<file path="config.mk">
export PLATFORM = sky130hd
export DESIGN_NAME = irq_flags_wdt_keyint_ctrl
export DESIGN_NICKNAME = d
export VERILOG_FILES = /design/src/rtl/irq_ctrl_pkg.sv /design/src/rtl/key_edge_detect.sv /design/src/rtl/irq_flags_wdt_keyint_ctrl.sv
export VERILOG_INCLUDE_DIRS = /design/src /design/src/rtl
export SDC_FILE = /design/constraint.sdc
export NUM_CORES = 1
export LEC_CHECK = 0
export BUFFER_PORTS_ARGS = -buffer_cell sky130_fd_sc_hd__buf_2
export CORE_UTILIZATION = 51
export CTS_CLUSTER_SIZE = 40
export DETAILED_ROUTE_END_ITERATION = 6
export GPL_TIMING_DRIVEN = 1
export HOLD_SLACK_MARGIN = 0.1
export PLACE_DENSITY = 0.77
export SLEW_MARGIN = 5
export SYNTH_ARGS = -nofsm -noshare
export SYNTH_HDL_FRONTEND = slang
export SYNTH_SLANG_ARGS = --single-unit
</file>
<file path="constraint.sdc">
create_clock -name clk -period 6.89 [get_ports clk]
set_clock_uncertainty 0.1 [all_clocks]
set_input_delay 1.378 -clock clk [delete_from_list [all_inputs] [get_ports clk]]
set_output_delay 1.378 -clock clk [all_outputs]
set_load 0.02 [all_outputs]
</file>
<file path="src/rtl/irq_ctrl_consts.svh">
// Register indices, field positions, reset values and counts
`ifndef IRQ_CTRL_CONSTS_SVH
`define IRQ_CTRL_CONSTS_SVH

// ----------------------------------------------------------------
// Register indices (APB byte address is four times the index)
// ----------------------------------------------------------------
`define IDX_KEY_ENABLE      16'hFF23
`define IDX_TMR_SER_EN      16'hFF24
`define IDX_CLK_DSP_EN      16'hFF25
`define IDX_KEY_FLAGS       16'hFF27
`define IDX_TMR_SER_FLAGS   16'hFF28
`define IDX_CLK_DSP_FLAGS   16'hFF29
`define IDX_WDT_CTRL        16'hFF53
`define IDX_KEY_LOW_SEL     16'hFFC0
`define IDX_KEY_LOW_POL     16'hFFC1
`define IDX_KEY_HIGH_POL    16'hFFC2

// ----------------------------------------------------------------
// Implemented bit masks (other bits read zero)
// ----------------------------------------------------------------
`define TS_MASK             8'hFF
`define CD_MASK             8'hFC
`define KEY_MASK            8'hF8
`define WDT_READ_MASK       8'hE0

// ----------------------------------------------------------------
// Field positions
// ----------------------------------------------------------------
`define WDT_UNLOCK_BIT      7
`define WDT_NMI_EN_BIT      6
`define WDT_CLK_SEL_BIT     5
`define WDT_CLEAR_BIT       0

// ----------------------------------------------------------------
// Reset values and watchdog counts
// ----------------------------------------------------------------
`define WDT_NMI_EN_RST      1'b1
`define WDT_CLK_SEL_RST     1'b0
`define KEY_LOW_SEL_RST     8'h00
`define KEY_LOW_POL_RST     8'hFF
`define KEY_HIGH_POL_RST    4'hF
`define WDT_PRE_MAX         4'hF
`define WDT_CNT_W           8
`define WDT_CNT_MAX         8'hFF

`endif

</file>
<file path="src/rtl/irq_ctrl_pkg.sv">
// Types shared by the interrupt control block
`include "irq_ctrl_consts.svh"

package irq_ctrl_pkg;

	typedef logic [7:0] byte_t;

	// State of the key edge detector
	typedef struct packed {
		logic [11:0] prev;
		logic        primed;
	} key_state_s;

	// State of the main controller
	typedef struct packed {
		byte_t                 tsFlags;
		byte_t                 cdFlags;
		byte_t                 keyFlags;
		byte_t                 tsEn;
		byte_t                 cdEn;
		byte_t                 keyEn;
		logic                  wdUnlock;
		logic                  wdNmiEn;
		logic                  wdClkSel;
		logic [3:0]            wdPre;
		logic [`WDT_CNT_W-1:0] wdCnt;
		byte_t                 keySel;
		byte_t                 keyPolLow;
		logic [3:0]            keyPolHigh;
		logic [31:0]           prdata;
		logic                  pready;
		logic                  pslverr;
		logic                  irqReq;
		logic                  nmiReq;
	} ctrl_state_s;

endpackage : irq_ctrl_pkg

</file>
<file path="src/rtl/key_edge_detect.sv">
// Edge detector for the twelve key input lines
`timescale 1ns/1ns
`default_nettype none

module key_edge_detect
	import irq_ctrl_pkg::*;
(
	input  wire logic        clk,
	input  wire logic        arst_n,
	input  wire logic [11:0] keyIn,
	input  wire logic [11:0] polarity,
	output var  logic [11:0] edgeHit
);
	import irq_ctrl_pkg::*;

	key_state_s st_ff;
	key_state_s nxt_st;

	// ----------------------------------------------------------------
	// Edge selection
	// ----------------------------------------------------------------
	// polarity picks edge
	// Polarity 1 keeps falling edges, 0 keeps rising edges
	always_comb
	begin
		edgeHit = {12{st_ff.primed}} & (st_ff.prev ^ keyIn) &
			(polarity ^ keyIn);
	end

	// First sample after reset only primes history, no false edge
	always_comb
	begin
		nxt_st        = st_ff;
		nxt_st.prev   = keyIn;
		nxt_st.primed = 1'b1;
	end

	always_ff @(posedge clk or negedge arst_n)
	begin
		if (!arst_n)
			st_ff <= '0;
		else
			st_ff <= nxt_st;
	end
endmodule : key_edge_detect

`default_nettype wire

</file>
<file path="src/rtl/irq_flags_wdt_keyint_ctrl.sv">
// Interrupt flags, watchdog control and key interrupt control
//
// Summary of operation
// Timer underflow flags sit at bits 7, 5, 3 of first flag register.
// Wide timer compare flags sit at bits 6 and 4; zero after reset.
// Serial transmit done latches into bit 2 of first flag register.
// Serial receive done latches into bit 1 of first flag register.
// Serial receive error latches into bit 0 of first flag register.
// Minute tick latches into bit 7 of second flag register.
// 1, 2, 8 and 32 Hz ticks latch into bits 6 to 3.
// Display event latches into bit 2 of second flag register.
// Writing one clears a flag; writing zero leaves it alone.
// Maskable request raised while any flag and its enable are set.
// NMI enable and clock select writes need the unlock bit first.
// Unlock bit drops back to zero after a protected write.
// Watchdog overflow raises NMI only while NMI enable is one.
// Clock select one uses fast oscillator /16, zero slow /16.
// Writing one to watchdog bit 0 clears the watchdog counter.
// Watchdog keeps counting while NMI enable is zero.
// Lower key lines join grouped interrupt only when selected.
// Lower key polarity one means falling edge, zero rising.
// Upper key polarity bits 3 to 0, one falling, zero rising.
// Unused bits read zero and ignore writes.
// Flags set on event pulses; a set beats a same-cycle clear.
`timescale 1ns/1ns
`default_nettype none

module irq_flags_wdt_keyint_ctrl
	import irq_ctrl_pkg::*;
(
	input  wire logic        clk,
	input  wire logic        arst_n,
	input  wire logic        psel,
	input  wire logic        penable,
	input  wire logic        pwrite,
	input  wire logic [17:0] paddr,
	input  wire logic [31:0] pwdata,
	output var  logic [31:0] prdata,
	output var  logic        pready,
	output var  logic        pslverr,
	input  wire logic [7:0]  timerSerialEvt,
	input  wire logic [5:0]  clockDisplayEvt,
	input  wire logic [7:0]  keyLow,
	input  wire logic [3:0]  keyHigh,
	input  wire logic        fastOscTick,
	input  wire logic        slowOscTick,
	output var  logic        irqReq,
	output var  logic        nmiReq
);
	import irq_ctrl_pkg::*;

	// ----------------------------------------------------------------
	// Declarations
	// ----------------------------------------------------------------
	ctrl_state_s st_ff;
	ctrl_state_s nxt_st;
	logic [15:0] regIdx;
	logic        wrAcc;
	logic        rdSetup;
	byte_t       wrByte;
	logic [11:0] edgeHit;
	logic        keyGroupHit;
	byte_t       evtTs;
	byte_t       evtCd;
	byte_t       evtKey;
	logic        wdWrite;
	logic        wdClear;
	logic        wdTick;
	logic        wdPreWrap;
	logic        wdOverflow;
	logic        hitKeyEn;
	logic        hitTsEn;
	logic        hitCdEn;
	logic        hitKeyFlags;
	logic        hitTsFlags;
	logic        hitCdFlags;
	logic        hitKeySel;
	logic        hitKeyPolLow;
	logic        hitKeyPolHigh;
	logic        mapped;
	byte_t       rdByte;

	// ----------------------------------------------------------------
	// Helpers
	// ----------------------------------------------------------------
	// Flag update shared by all three flag registers
	function automatic byte_t flag_next(
		input byte_t cur,
		input byte_t evt,
		input byte_t wdat,
		input logic  hit,
		input byte_t mask
	);
		byte_t clr;
		clr = hit ? wdat : 8'h00;
		flag_next = ((cur & ~clr) | evt) & mask;
	endfunction : flag_next

	// ----------------------------------------------------------------
	// APB decode
	// ----------------------------------------------------------------
	// One wait-free access: setup cycle computes, access cycle answers
	assign regIdx  = paddr[17:2];
	assign wrByte  = pwdata[7:0];
	assign wrAcc   = psel & penable & pwrite & st_ff.pready;
	assign rdSetup = psel & ~penable;

	assign hitKeyEn      = regIdx == `IDX_KEY_ENABLE;
	assign hitTsEn       = regIdx == `IDX_TMR_SER_EN;
	assign hitCdEn       = regIdx == `IDX_CLK_DSP_EN;
	assign hitKeyFlags   = regIdx == `IDX_KEY_FLAGS;
	assign hitTsFlags    = regIdx == `IDX_TMR_SER_FLAGS;
	assign hitCdFlags    = regIdx == `IDX_CLK_DSP_FLAGS;
	assign wdWrite       = wrAcc & (regIdx == `IDX_WDT_CTRL);
	assign hitKeySel     = regIdx == `IDX_KEY_LOW_SEL;
	assign hitKeyPolLow  = regIdx == `IDX_KEY_LOW_POL;
	assign hitKeyPolHigh = regIdx == `IDX_KEY_HIGH_POL;
	assign mapped = hitKeyEn | hitTsEn | hitCdEn | hitKeyFlags |
		hitTsFlags | hitCdFlags | (regIdx == `IDX_WDT_CTRL) |
		hitKeySel | hitKeyPolLow | hitKeyPolHigh;

	// ----------------------------------------------------------------
	// Key edge detection
	// ----------------------------------------------------------------
	key_edge_detect u_keyEdge (
		.clk      (clk),
		.arst_n   (arst_n),
		.keyIn    ({keyHigh, keyLow}),
		.polarity ({st_ff.keyPolHigh, st_ff.keyPolLow}),
		.edgeHit  (edgeHit)
	);

	// select gates lines
	// Only selected lower lines feed the grouped key flag
	assign keyGroupHit = |(edgeHit[7:0] & st_ff.keySel);

	// ----------------------------------------------------------------
	// Event vectors
	// ----------------------------------------------------------------
	// timer serial events
	// Event bits land on the flag positions one to one
	assign evtTs  = timerSerialEvt;
	// clock display events
	assign evtCd  = {clockDisplayEvt, 2'b00};
	assign evtKey = {edgeHit[11:8], keyGroupHit, 3'b000};

	// ----------------------------------------------------------------
	// Watchdog timebase
	// ----------------------------------------------------------------
	// clock source select
	assign wdTick = st_ff.wdClkSel ? fastOscTick : slowOscTick;
	// counter clear strobe
	assign wdClear = wdWrite & wrByte[`WDT_CLEAR_BIT];
	assign wdPreWrap = wdTick & (st_ff.wdPre == `WDT_PRE_MAX);
	// Clear beats a coincident overflow so software always wins
	assign wdOverflow = wdPreWrap & (st_ff.wdCnt == `WDT_CNT_MAX) &
		~wdClear;

	// ----------------------------------------------------------------
	// Read data
	// ----------------------------------------------------------------
	// unused bits zero
	always_comb
	begin
		rdByte = 8'h00;
		unique case (1'b1)
			hitKeyEn:      rdByte = st_ff.keyEn & `KEY_MASK;
			hitTsEn:       rdByte = st_ff.tsEn;
			hitCdEn:       rdByte = st_ff.cdEn & `CD_MASK;
			hitKeyFlags:   rdByte = st_ff.keyFlags;
			hitTsFlags:    rdByte = st_ff.tsFlags;
			hitCdFlags:    rdByte = st_ff.cdFlags;
			hitKeySel:     rdByte = st_ff.keySel;
			hitKeyPolLow:  rdByte = st_ff.keyPolLow;
			hitKeyPolHigh: rdByte = {4'h0, st_ff.keyPolHigh};
			default:
			begin
				if (regIdx == `IDX_WDT_CTRL)
					rdByte = {st_ff.wdUnlock, st_ff.wdNmiEn,
						st_ff.wdClkSel, 5'h00};
			end
		endcase
	end

	// ----------------------------------------------------------------
	// Next state
	// ----------------------------------------------------------------
	always_comb
	begin
		nxt_st = st_ff;

		// Bus answer: ready in the access cycle, error if unmapped
		nxt_st.pready  = rdSetup;
		nxt_st.pslverr = rdSetup & ~mapped;
		if (rdSetup)
			nxt_st.prdata = {24'h000000, rdByte};

		// write one clears, set wins
		nxt_st.tsFlags  = flag_next(st_ff.tsFlags, evtTs, wrByte,
			wrAcc & hitTsFlags, `TS_MASK);
		nxt_st.cdFlags  = flag_next(st_ff.cdFlags, evtCd, wrByte,
			wrAcc & hitCdFlags, `CD_MASK);
		nxt_st.keyFlags = flag_next(st_ff.keyFlags, evtKey, wrByte,
			wrAcc & hitKeyFlags, `KEY_MASK);

		// Plain read/write control registers
		if (wrAcc & hitKeyEn)
			nxt_st.keyEn = wrByte & `KEY_MASK;
		if (wrAcc & hitTsEn)
			nxt_st.tsEn = wrByte;
		if (wrAcc & hitCdEn)
			nxt_st.cdEn = wrByte & `CD_MASK;
		if (wrAcc & hitKeySel)
			nxt_st.keySel = wrByte;
		// lower polarity write
		if (wrAcc & hitKeyPolLow)
			nxt_st.keyPolLow = wrByte;
		// upper polarity write
		if (wrAcc & hitKeyPolHigh)
			nxt_st.keyPolHigh = wrByte[3:0];

		// protected watchdog fields
		if (wdWrite)
		begin
			if (st_ff.wdUnlock)
			begin
				nxt_st.wdNmiEn  = wrByte[`WDT_NMI_EN_BIT];
				nxt_st.wdClkSel = wrByte[`WDT_CLK_SEL_BIT];
				nxt_st.wdUnlock = 1'b0;
			end
			else
				nxt_st.wdUnlock = wrByte[`WDT_UNLOCK_BIT];
		end

		// counting regardless of enable
		if (wdClear)
		begin
			nxt_st.wdPre = 4'h0;
			nxt_st.wdCnt = '0;
		end
		else if (wdTick)
		begin
			nxt_st.wdPre = st_ff.wdPre + 4'h1;
			if (wdPreWrap)
				nxt_st.wdCnt = st_ff.wdCnt + `WDT_CNT_W'(1);
		end

		// NMI gated by enable
		nxt_st.nmiReq = wdOverflow & st_ff.wdNmiEn;

		// flag and enable pairs
		nxt_st.irqReq = |((nxt_st.tsFlags & nxt_st.tsEn) |
			(nxt_st.cdFlags & nxt_st.cdEn) |
			(nxt_st.keyFlags & nxt_st.keyEn));
	end

	// ----------------------------------------------------------------
	// State register
	// ----------------------------------------------------------------
	always_ff @(posedge clk or negedge arst_n)
	begin
		if (!arst_n)
		begin
			st_ff            <= '0;
			st_ff.wdNmiEn    <= `WDT_NMI_EN_RST;
			st_ff.wdClkSel   <= `WDT_CLK_SEL_RST;
			st_ff.keySel     <= `KEY_LOW_SEL_RST;
			st_ff.keyPolLow  <= `KEY_LOW_POL_RST;
			st_ff.keyPolHigh <= `KEY_HIGH_POL_RST;
		end
		else
			st_ff <= nxt_st;
	end

	// Outputs straight from the state flops
	assign prdata  = st_ff.prdata;
	assign pready  = st_ff.pready;
	assign pslverr = st_ff.pslverr;
	assign irqReq  = st_ff.irqReq;
	assign nmiReq  = st_ff.nmiReq;
endmodule : irq_flags_wdt_keyint_ctrl

`default_nettype wire

</file>
==> run_results.csv, run 1 <==
group,metric,value,unit
status,outcome,"finished clean",
critical_path,critPathCaptureType,"flip-flop",
global_route,grt_pass1_vias,3782,
drt,num_vias,3976,
drt,wl_per_cell,19.3,um
timing,tightest_slew,1.33,ns
synthesis,ys_ff_latch,98,
clock_tree,cts_resized,0,
place,placed_area,0.00523,mm^2
clock_tree,clk_latency,0.36,ns
floorplan,dieArea,0.0100,mm^2
pwr,peakVddDrop,109,uV
timing,whs,0.375,ns
floorplan,core_area,0.00928,mm^2
synthesis,ys_types,61,
critical_path,r2r_slack,3.02,ns
global_route,gr-usage-all-layers,27.3,%
layout,final_area,0.00543,mm^2
pwr,total_leakage_power,2.53,nW
place,port_buffers,68,
layout,antenna_cells,0,
clock_tree,cts_buffer_depth,2,
drt,dr.pass1.iters,6,
clock_tree,clkSlewWorstSetupHoldPaths,0.09,ns
global_route,grt_max_degree,51,
floorplan,die_y,100,um
global_route,antenna_found_initial,0,
timing,setup_viol,0,
timing,hold_viol_final,0,
global_route,grt_overflow_total,0,
drt,drt_wl_total,12800,um
layout,nNetsFinal,615,
clock_tree,cts_setup_buffers,0,
global_route,grt_pass1_wl,20500,um
clock_tree,postCtsHoldBufs,0,
critical_path,cp_max_fo,19,
worst_hold_path,min_path_type,"reg2reg",
timing,slew_headroom,10.3,%
timing,slew_viol_final,0,
synthesis,synth_area,0.00492,mm^2
synthesis,synth-main-ff-cell,"dfrtp_1",
place,dp_slack,1.98,ns
drt,drt_iter0_drc,298,
worst_hold_path,holdPathStages,1,
floorplan,rows,35,
clock_tree,cts_max_level,3,
drt,remaining_drc_errors,0,
critical_path,critPathKind,"in2reg",
synthesis,synthArstFlopShare,100,%
worst_hold_path,hp-start,"prdata[0]$_DFFE_PN0P_",
timing,period_share,67.0,%
place,gp_congestion,0.963,
clock_tree,cts.sinks,98,
layout,fin_cells,664,
place,dp.cells,648,
synthesis,syn_area_per_cell,10.5,um^2
timing,min_period,4.62,ns
synthesis,netlist_instances,471,
layout,layout_commonest_cell,"dfrtp_1",
synthesis,synth_seq_area_share,50.2,%
synthesis,synth_warnings,0,
critical_path,reg2reg_depth,7,
place,dp_hpwl,9480,um
critical_path,cp.required,7.03,ns
synthesis,synth_edf_count,0,
floorplan,die_x,100,um
critical_path,rr_endpoint,"irqReq$_DFF_PN0_",
floorplan,start_util,53.0,%
timing,fin_ws,2.27,ns
timing,grt_setup_unrepaired,"false",
timing,finalSetupTns,0,ns
run,cap_viol_max_count,0,
clock_tree,cts_buffers,9,
clock_tree,clock-root-buffer,"clkbuf_8",
critical_path,rr_startpoint,"pready$_DFF_PN0_",
layout,drive_above_1_share,26.0,%
worst_hold_path,worstHoldEndpoint,"prdata[0]$_DFFE_PN0P_",
drt,ant_nets,0,
layout,synthToLayoutAreaGrowth,10.3,%
clock_tree,cts_tree,"yes",
drt,vias_per_cell,5.99,
layout,final_cell_mix,"dfrtp_1, buf_2, nand2_1",
timing,fmax,0.217,GHz
floorplan,num_io_pins,119,
critical_path,crit_arrival,4.75,ns
critical_path,startpoint_type,"input port",
layout,nFillCells,803,
pwr,power_density,205,mW/mm^2
## critical path: stages
cell      delay [ns]
buf_2           0.10
and4_1          0.71
nand4_1         0.30
nor4_2          0.64
mux2_2          0.42
a2111o_1        0.38
a211o_1         0.29
or4_1           0.52
## worst max path at each step
stage               slack (ns)     start               end  cells after the start
floorplan                 2.83  paddr[6]  irqReq$_DFF_PN0_                      7
global placement          2.02   penable  irqReq$_DFF_PN0_                      8
detailed placement        1.98      psel  irqReq$_DFF_PN0_                      8
CTS                       2.35      psel  irqReq$_DFF_PN0_                      8
global route              2.12      psel  irqReq$_DFF_PN0_                      8
finish                    2.27      psel  irqReq$_DFF_PN0_                      8
## power breakdown
group	switching (mW)	internal (mW)
clock network	0.202	0.169
registers	0.0203	0.601
logic	0.0766	0.0433
total	0.299	0.813
## synthesized netlist by cell type (4+ instances only)
library cell   n  area [um^2]
nand4_1       17          106
a31oi_1       10         62.6
nand2b_1       6         37.5
buf_4         32          240
mux2_2        28          315
a22oi_1       12         90.1
xor2_1         6         52.6
a22o_1         7         61.3
nor2b_1        4         25.0
and4_1         4         35.0
o21ai_0       28          140
and3b_1        5         43.8
mux2i_1        4         40.0
nor2_1        36          135
clkbuf_1       8         30.0
a221oi_1       5         43.8
buf_2          4         20.0
nand2_1       52          195
inv_1         16         60.1
a222oi_1       8         80.1
a21o_1         6         45.0
dfrtp_1       85         2130
a21oi_1        8         40.0
dfstp_2       13          342
nand3_1        6         30.0
nor3_1         4         20.0
nor3b_1        5         37.5
## per-stage QoR
step | total power, mW | utilization [%]
floorplan | 0.712 | -
global placement | 0.746 | 56.4
detailed placement | 0.752 | 56.4
CTS | 1.12 | 58.5
global route | 1.16 | 58.5
finish | 1.11 | 58.5
## registers in the layout, indices dropped and copies added (netlist names)
register and cells:
st_ff 73, u_keyEdge.st_ff 13, prdata 8, irqReq 1, nmiReq 1, pready 1, pslverr 1
## cell type report
cell class	instances	area [um^2]	share of cell area (%)
multi-input combinational	333	2170	40.0
sequential	98	2470	45.5
clock inverter	6	68.8	1.27
timing repair buffer	72	373	6.87
clock buffer	10	128	2.35
inverter	16	60.1	1.11
tap	129	161	2.97
## logic make-up after synthesis
kind of cell	after synthesis	share of synthesized area (%)
flops	98	50.2
mux	33	7.52
fa+ha+maj	2	0.508
simple gates	165	18.3
buf+inv	63	7.50
other cells	2	0.153
compound gates	100	14.5
xor+xnor	8	1.42
## per-layer routing
| metal | track usage [%] | wire [um] | vias up |
|---|---|---|---|
| met5 | 0 | 0 | - |
| met4 | 9.70 | 301 | 0 |
| met3 | 5.71 | 1020 | 27 |
| met2 | 42.7 | 5950 | 199 |
| met1 | 37.7 | 5520 | 1959 |
| li1 | - | - | 1791 |
Note: power is estimated with default switching activity, not from simulation.
==> inputs of run 2 (changes only) <==
==> constraint.sdc (replaced) <==
create_clock -name clk -period 4.6 [get_ports clk]
set_clock_uncertainty 0.1 [all_clocks]
set_input_delay 0.92 -clock clk [delete_from_list [all_inputs] [get_ports clk]]
set_output_delay 0.92 -clock clk [all_outputs]
set_load 0.02 [all_outputs]
==> run_results.csv, run 2 (same netlist as run 1, synthesis figures left out) <==
group,metric,value,unit
clock_tree,cts_tree,"yes",
global_route,grt_pass1_vias,3921,
clock_tree,postCtsHoldBufs,0,
layout,drive_above_1_share,26.7,%
critical_path,crit_arrival,3.67,ns
floorplan,dieArea,0.0100,mm^2
worst_hold_path,holdPathStages,1,
status,outcome,"finished clean",
drt,wl_per_cell,19.4,um
drt,num_vias,3995,
pwr,peakVddDrop,215,uV
global_route,gr-usage-all-layers,27.4,%
critical_path,cp_max_fo,9,
run,cap_viol_max_count,0,
clock_tree,cts_buffers,9,
global_route,antenna_found_initial,0,
place,dp_hpwl,9670,um
drt,vias_per_cell,5.97,
floorplan,die_y,100,um
layout,antenna_cells,0,
timing,whs,0.382,ns
pwr,total_leakage_power,2.55,nW
critical_path,reg2reg_depth,8,
clock_tree,cts.sinks,98,
layout,synthToLayoutAreaGrowth,11.1,%
floorplan,start_util,53.0,%
place,gp_congestion,0.959,
layout,largest_reg_flops,73,
clock_tree,clk_latency,0.37,ns
timing,slew_viol_final,0,
timing,grt_setup_unrepaired,"false",
layout,nNetsFinal,620,
timing,finalSetupTns,0,ns
worst_hold_path,min_path_type,"reg2reg",
timing,min_period,3.53,ns
critical_path,cp.required,4.74,ns
critical_path,critPathKind,"in2reg",
clock_tree,cts_max_level,3,
timing,hold_viol_final,0,
place,dp_slack,0.701,ns
global_route,grt_max_degree,74,
timing,setup_viol,0,
floorplan,core_area,0.00928,mm^2
pwr,power_density,306,mW/mm^2
clock_tree,cts_buffer_depth,2,
timing,slew_headroom,37.5,%
timing,period_share,76.8,%
drt,remaining_drc_errors,0,
drt,ant_nets,0,
timing,fin_ws,1.07,ns
layout,layout_commonest_cell,"dfrtp_1",
layout,final_cell_mix,"dfrtp_1, buf_2, nand2_1",
global_route,grt_pass1_wl,20600,um
clock_tree,cts_resized,0,
floorplan,die_x,100,um
floorplan,rows,35,
critical_path,critPathCaptureType,"flip-flop",
drt,drt_wl_total,13000,um
critical_path,startpoint_type,"input port",
floorplan,num_io_pins,119,
timing,fmax,0.283,GHz
drt,drt_iter0_drc,444,
clock_tree,clkSlewWorstSetupHoldPaths,0.10,ns
clock_tree,clock-root-buffer,"clkbuf_8",
layout,fin_util,58.9,%
drt,dr.pass1.iters,5,
global_route,grt_overflow_total,0,
clock_tree,cts_setup_buffers,0,
timing,tightest_slew,0.938,ns
place,port_buffers,68,
layout,largest_register,"st_ff",
-- run 2: changes by cell type in the layout (fill, tap and decap cells not counted) --
cell / previous run / this run
buf_4: 5 / 10
clkinv_4: 3 / 2
clkinvlp_4: 1 / 2
-- run 2: metal layers --
metal | GRT usage, % | part of all wire (%)
met5 | 0 | 0
met4 | 11.7 | 2.4
met3 | 5.43 | 7.6
met2 | 43.1 | 48
met1 | 37.1 | 42
-- run 2: final timing paths --
path	startpoint	to	slack [ns]
worst max-delay path	paddr[6]	irqReq$_DFF_PN0_	1.07
min in group asynchronous	arst_n	st_ff[88]$_DFF_PN0_	0.59
worst max register to register	pready$_DFF_PN0_	irqReq$_DFF_PN0_	1.58
max in group asynchronous	arst_n	st_ff[42]$_DFFE_PN1P_	2.87
worst min register to register	prdata[4]$_DFFE_PN0P_	prdata[4]$_DFFE_PN0P_	0.38
worst min-delay path	prdata[4]$_DFFE_PN0P_	prdata[4]$_DFFE_PN0P_	0.38
-- run 2: critical path, cell delays in order --
cell and delay, ns:
buf_2 0.12, nor4b_4 0.42, nand4_2 0.40, o21ai_0 0.35, a22oi_1 0.20, a2111o_1 0.43
a211o_1 0.28, or4_1 0.54
-- run 2: layout make-up --
type,instances,area (um^2)
Fill cell,797,3820
Sequential cell,98,2470
Multi-Input combinational cell,333,2170
Timing Repair Buffer,77,410
Tap cell,129,161
Clock buffer,10,128
Clock inverter,6,67.6
Inverter,16,60.1
-- run 2: per-stage QoR --
step	cells	power, mW	area (um^2)
floorplan	494	1.07	5010
global placement	653	1.12	5270
detailed placement	653	1.13	5270
CTS	669	1.68	5470
global route	669	1.74	5470
finish	669	1.67	5470
-- run 2: where the power goes --
part	leakage [nW]	switching [mW]	internal, mW
Clock	0.0925	0.303	0.253
Combinational	1.28	0.118	0.0663
Sequential	1.18	0.0322	0.900
==> inputs of run 3 (changes only) <==
--- a/config.mk
+++ b/config.mk
@@ -6,13 +6,14 @@
 export SDC_FILE = /design/constraint.sdc
 export NUM_CORES = 1
 export LEC_CHECK = 0
+export ABC_AREA = 1
 export BUFFER_PORTS_ARGS = -buffer_cell sky130_fd_sc_hd__buf_2
 export CORE_UTILIZATION = 51
 export CTS_CLUSTER_SIZE = 40
 export DETAILED_ROUTE_END_ITERATION = 6
 export GPL_TIMING_DRIVEN = 1
 export HOLD_SLACK_MARGIN = 0.1
-export PLACE_DENSITY = 0.77
+export PLACE_DENSITY = 0.76
 export SLEW_MARGIN = 5
 export SYNTH_ARGS = -nofsm -noshare
 export SYNTH_HDL_FRONTEND = slang
==> constraint.sdc (replaced) <==
create_clock -name clk -period 3.5 [get_ports clk]
set_clock_uncertainty 0.1 [all_clocks]
set_input_delay 0.7 -clock clk [delete_from_list [all_inputs] [get_ports clk]]
set_output_delay 0.7 -clock clk [all_outputs]
set_load 0.02 [all_outputs]
==> run_results.csv, run 3 <==
group,metric,value,unit
timing,setup_viol,0,
timing,tightest_slew,0.694,ns
clock_tree,cts_resized,0,
timing,finalSetupTns,0,ns
global_route,antenna_found_initial,0,
status,outcome,"finished clean",
drt,vias_per_cell,5.15,
critical_path,startpoint_type,"input port",
drt,remaining_drc_errors,0,
layout,largest_reg_flops,73,
layout,nNetsFinal,814,
place,dp_hpwl,9010,um
pwr,total_leakage_power,2.94,nW
synthesis,synthArstFlopShare,100,%
synthesis,synth_top_cells_by_count,"nand2_1, dfrtp_1, inv_1",
critical_path,worst_path_largest_cell_delay,0.39,ns
drt,drt_wl_total,12200,um
place,port_buffers,68,
timing,slew_headroom,53.7,%
global_route,gr-usage-all-layers,24.4,%
synthesis,synth_mux_area_share,0.216,%
synthesis,netlist_instances,664,
clock_tree,cts_tree,"yes",
timing,grt_setup_unrepaired,"false",
layout,layout_commonest_cell,"nand2_1",
timing,fin_ws,1.17,ns
synthesis,yosysMostFrequentCell,"nand2_1",
place,dp.cells,851,
global_route,grt_max_degree,53,
critical_path,rr_startpoint,"pready$_DFF_PN0_",
layout,synthToLayoutAreaGrowth,10.3,%
floorplan,core_area,0.00986,mm^2
clock_tree,clk_latency,0.37,ns
floorplan,die_y,103,um
layout,fin_cells,867,
clock_tree,cts_setup_buffers,0,
critical_path,cp.required,3.67,ns
timing,slew_viol_final,0,
clock_tree,cts_buffers,9,
floorplan,dieArea,0.0106,mm^2
synthesis,synth_xor_area_share,0,%
synthesis,synth_top_family_by_area,"simple AND/OR/NAND/NOR gates",
critical_path,r2r_slack,1.29,ns
pwr,power_density,401,mW/mm^2
drt,drt_iter0_drc,313,
timing,fmax,0.430,GHz
synthesis,synth_edf_count,0,
synthesis,ys_ff_latch,98,
critical_path,critPathCaptureType,"flip-flop",
synthesis,syn_area_per_cell,7.87,um^2
synthesis,synth-main-ff-cell,"dfrtp_1",
timing,period_share,66.5,%
clock_tree,cts_max_level,3,
critical_path,rr_endpoint,"irqReq$_DFF_PN0_",
critical_path,critPathKind,"in2reg",
worst_hold_path,min_path_type,"in2async",
synthesis,synth_top_cell_by_area,"dfrtp_1",
global_route,grt_pass1_vias,4104,
global_route,grt_overflow_total,0,
clock_tree,cts.sinks,98,
layout,nFillCells,910,
layout,fin_util,58.4,%
synthesis,ys_types,39,
drt,wl_per_cell,14.1,um
layout,largest_register,"st_ff",
clock_tree,postCtsHoldBufs,0,
synthesis,synth_seq_area_share,47.3,%
pwr,peakVddDrop,220,uV
synthesis,synthSimpleGateAreaFrac,29.3,%
floorplan,num_io_pins,119,
layout,final_area,0.00576,mm^2
synthesis,synth_warnings,0,
critical_path,crit_top_cell,"nand2_1",
critical_path,cp_slowest_cell,"nor2_2",
layout,final_cell_mix,"nand2_1, dfrtp_1, inv_1",
synthesis,synth_area,0.00522,mm^2
place,dp_slack,0.838,ns
drt,ant_nets,0,
global_route,grt_pass1_wl,19500,um
synthesis,synth_compound_area_share,11.2,%
clock_tree,clkSlewWorstSetupHoldPaths,0.10,ns
critical_path,crit_chain,"buf_2 > inv_1 > nand2_1 > nor2_4 > nand2_1 > nor2_2 > nand2_1 > o21ai_0 > nand2_1 > nand2_1 > nand2_1 > inv_1 > nand2_1 > nor2_1 > nand2_1",
run,cap_viol_max_count,0,
critical_path,cp_max_fo,8,
critical_path,reg2reg_depth,9,
place,gp_congestion,0.941,
floorplan,start_util,52.9,%
synthesis,synth_adder_area_share,0.479,%
layout,antenna_cells,0,
synthesis,synth_area_leaders,"dfrtp_1, nand2_1, dfstp_2",
floorplan,rows,36,
drt,dr.pass1.iters,5,
clock_tree,clock-root-buffer,"clkbuf_8",
clock_tree,cts_buffer_depth,2,
timing,hold_viol_final,0,
critical_path,crit_arrival,2.49,ns
synthesis,yosysTopAreaCellShare,40.7,%
drt,num_vias,4463,
floorplan,die_x,103,um
place,placed_area,0.00556,mm^2
timing,min_period,2.33,ns
layout,drive_above_1_share,19.1,%
[run 3: how the worst max path moves through the flow]
stage               startpoint          endpoint  slack, ns  depth (start not counted)
global route          paddr[6]  irqReq$_DFF_PN0_       1.03                         13
finish                paddr[9]  irqReq$_DFF_PN0_       1.17                         15
floorplan             paddr[9]  irqReq$_DFF_PN0_       1.39                         15
detailed placement    paddr[9]  irqReq$_DFF_PN0_       0.84                         13
global placement       penable  irqReq$_DFF_PN0_       0.90                         12
CTS                   paddr[9]  irqReq$_DFF_PN0_       1.22                         13
[run 3: layout make-up]
cell class	count	area [um^2]	share of cell area, %
clock buffer	10	138	2.39
inverter	79	297	5.15
timing repair buffer	71	378	6.56
tap	133	166	2.89
multi-input combinational	470	2250	39.1
sequential	98	2470	42.9
clock inverter	6	63.8	1.11
[run 3: layer usage]
layer  up-vias  wire, um  part of all wire, %  track usage [%]
met5         -         0                    0                0
met4         0       285                  2.3             9.97
met3        18       620                  5.1             2.89
met2       171      5480                   45             38.2
met1      2078      5790                   48             34.6
li1       2196         -                    -                -
[run 3: power breakdown]
part | total (mW) | switching, mW | leakage [nW] | internal, mW
Combinational | 0.299 | 0.193 | 1.70 | 0.106
Sequential | 1.25 | 0.0490 | 1.15 | 1.20
Clock | 0.765 | 0.414 | 0.0987 | 0.350
Total | 2.31 | 0.657 | 2.94 | 1.66
[run 3: metrics by stage]
stage	power, mW	hold slack, ns
final	2.31	0.275
after global routing	2.42	0.319
after CTS	2.33	0.289
after detailed placement	1.57	0.361
after global placement	1.54	0.357
after floorplan	1.47	0.304
[run 3: logic make-up after synthesis]
kind of cell | Yosys count
buf+inv | 119
mux | 1
compound gates | 98
other cells | 2
simple gates | 344
fa+ha+maj | 2
flops | 98
[run 3: worst max-delay path, delay by kind of cell]
kind / cells / cell delay [ns]
simple gates: 11 / 1.35
buf+inv: 3 / 0.21
compound gates: 1 / 0.21
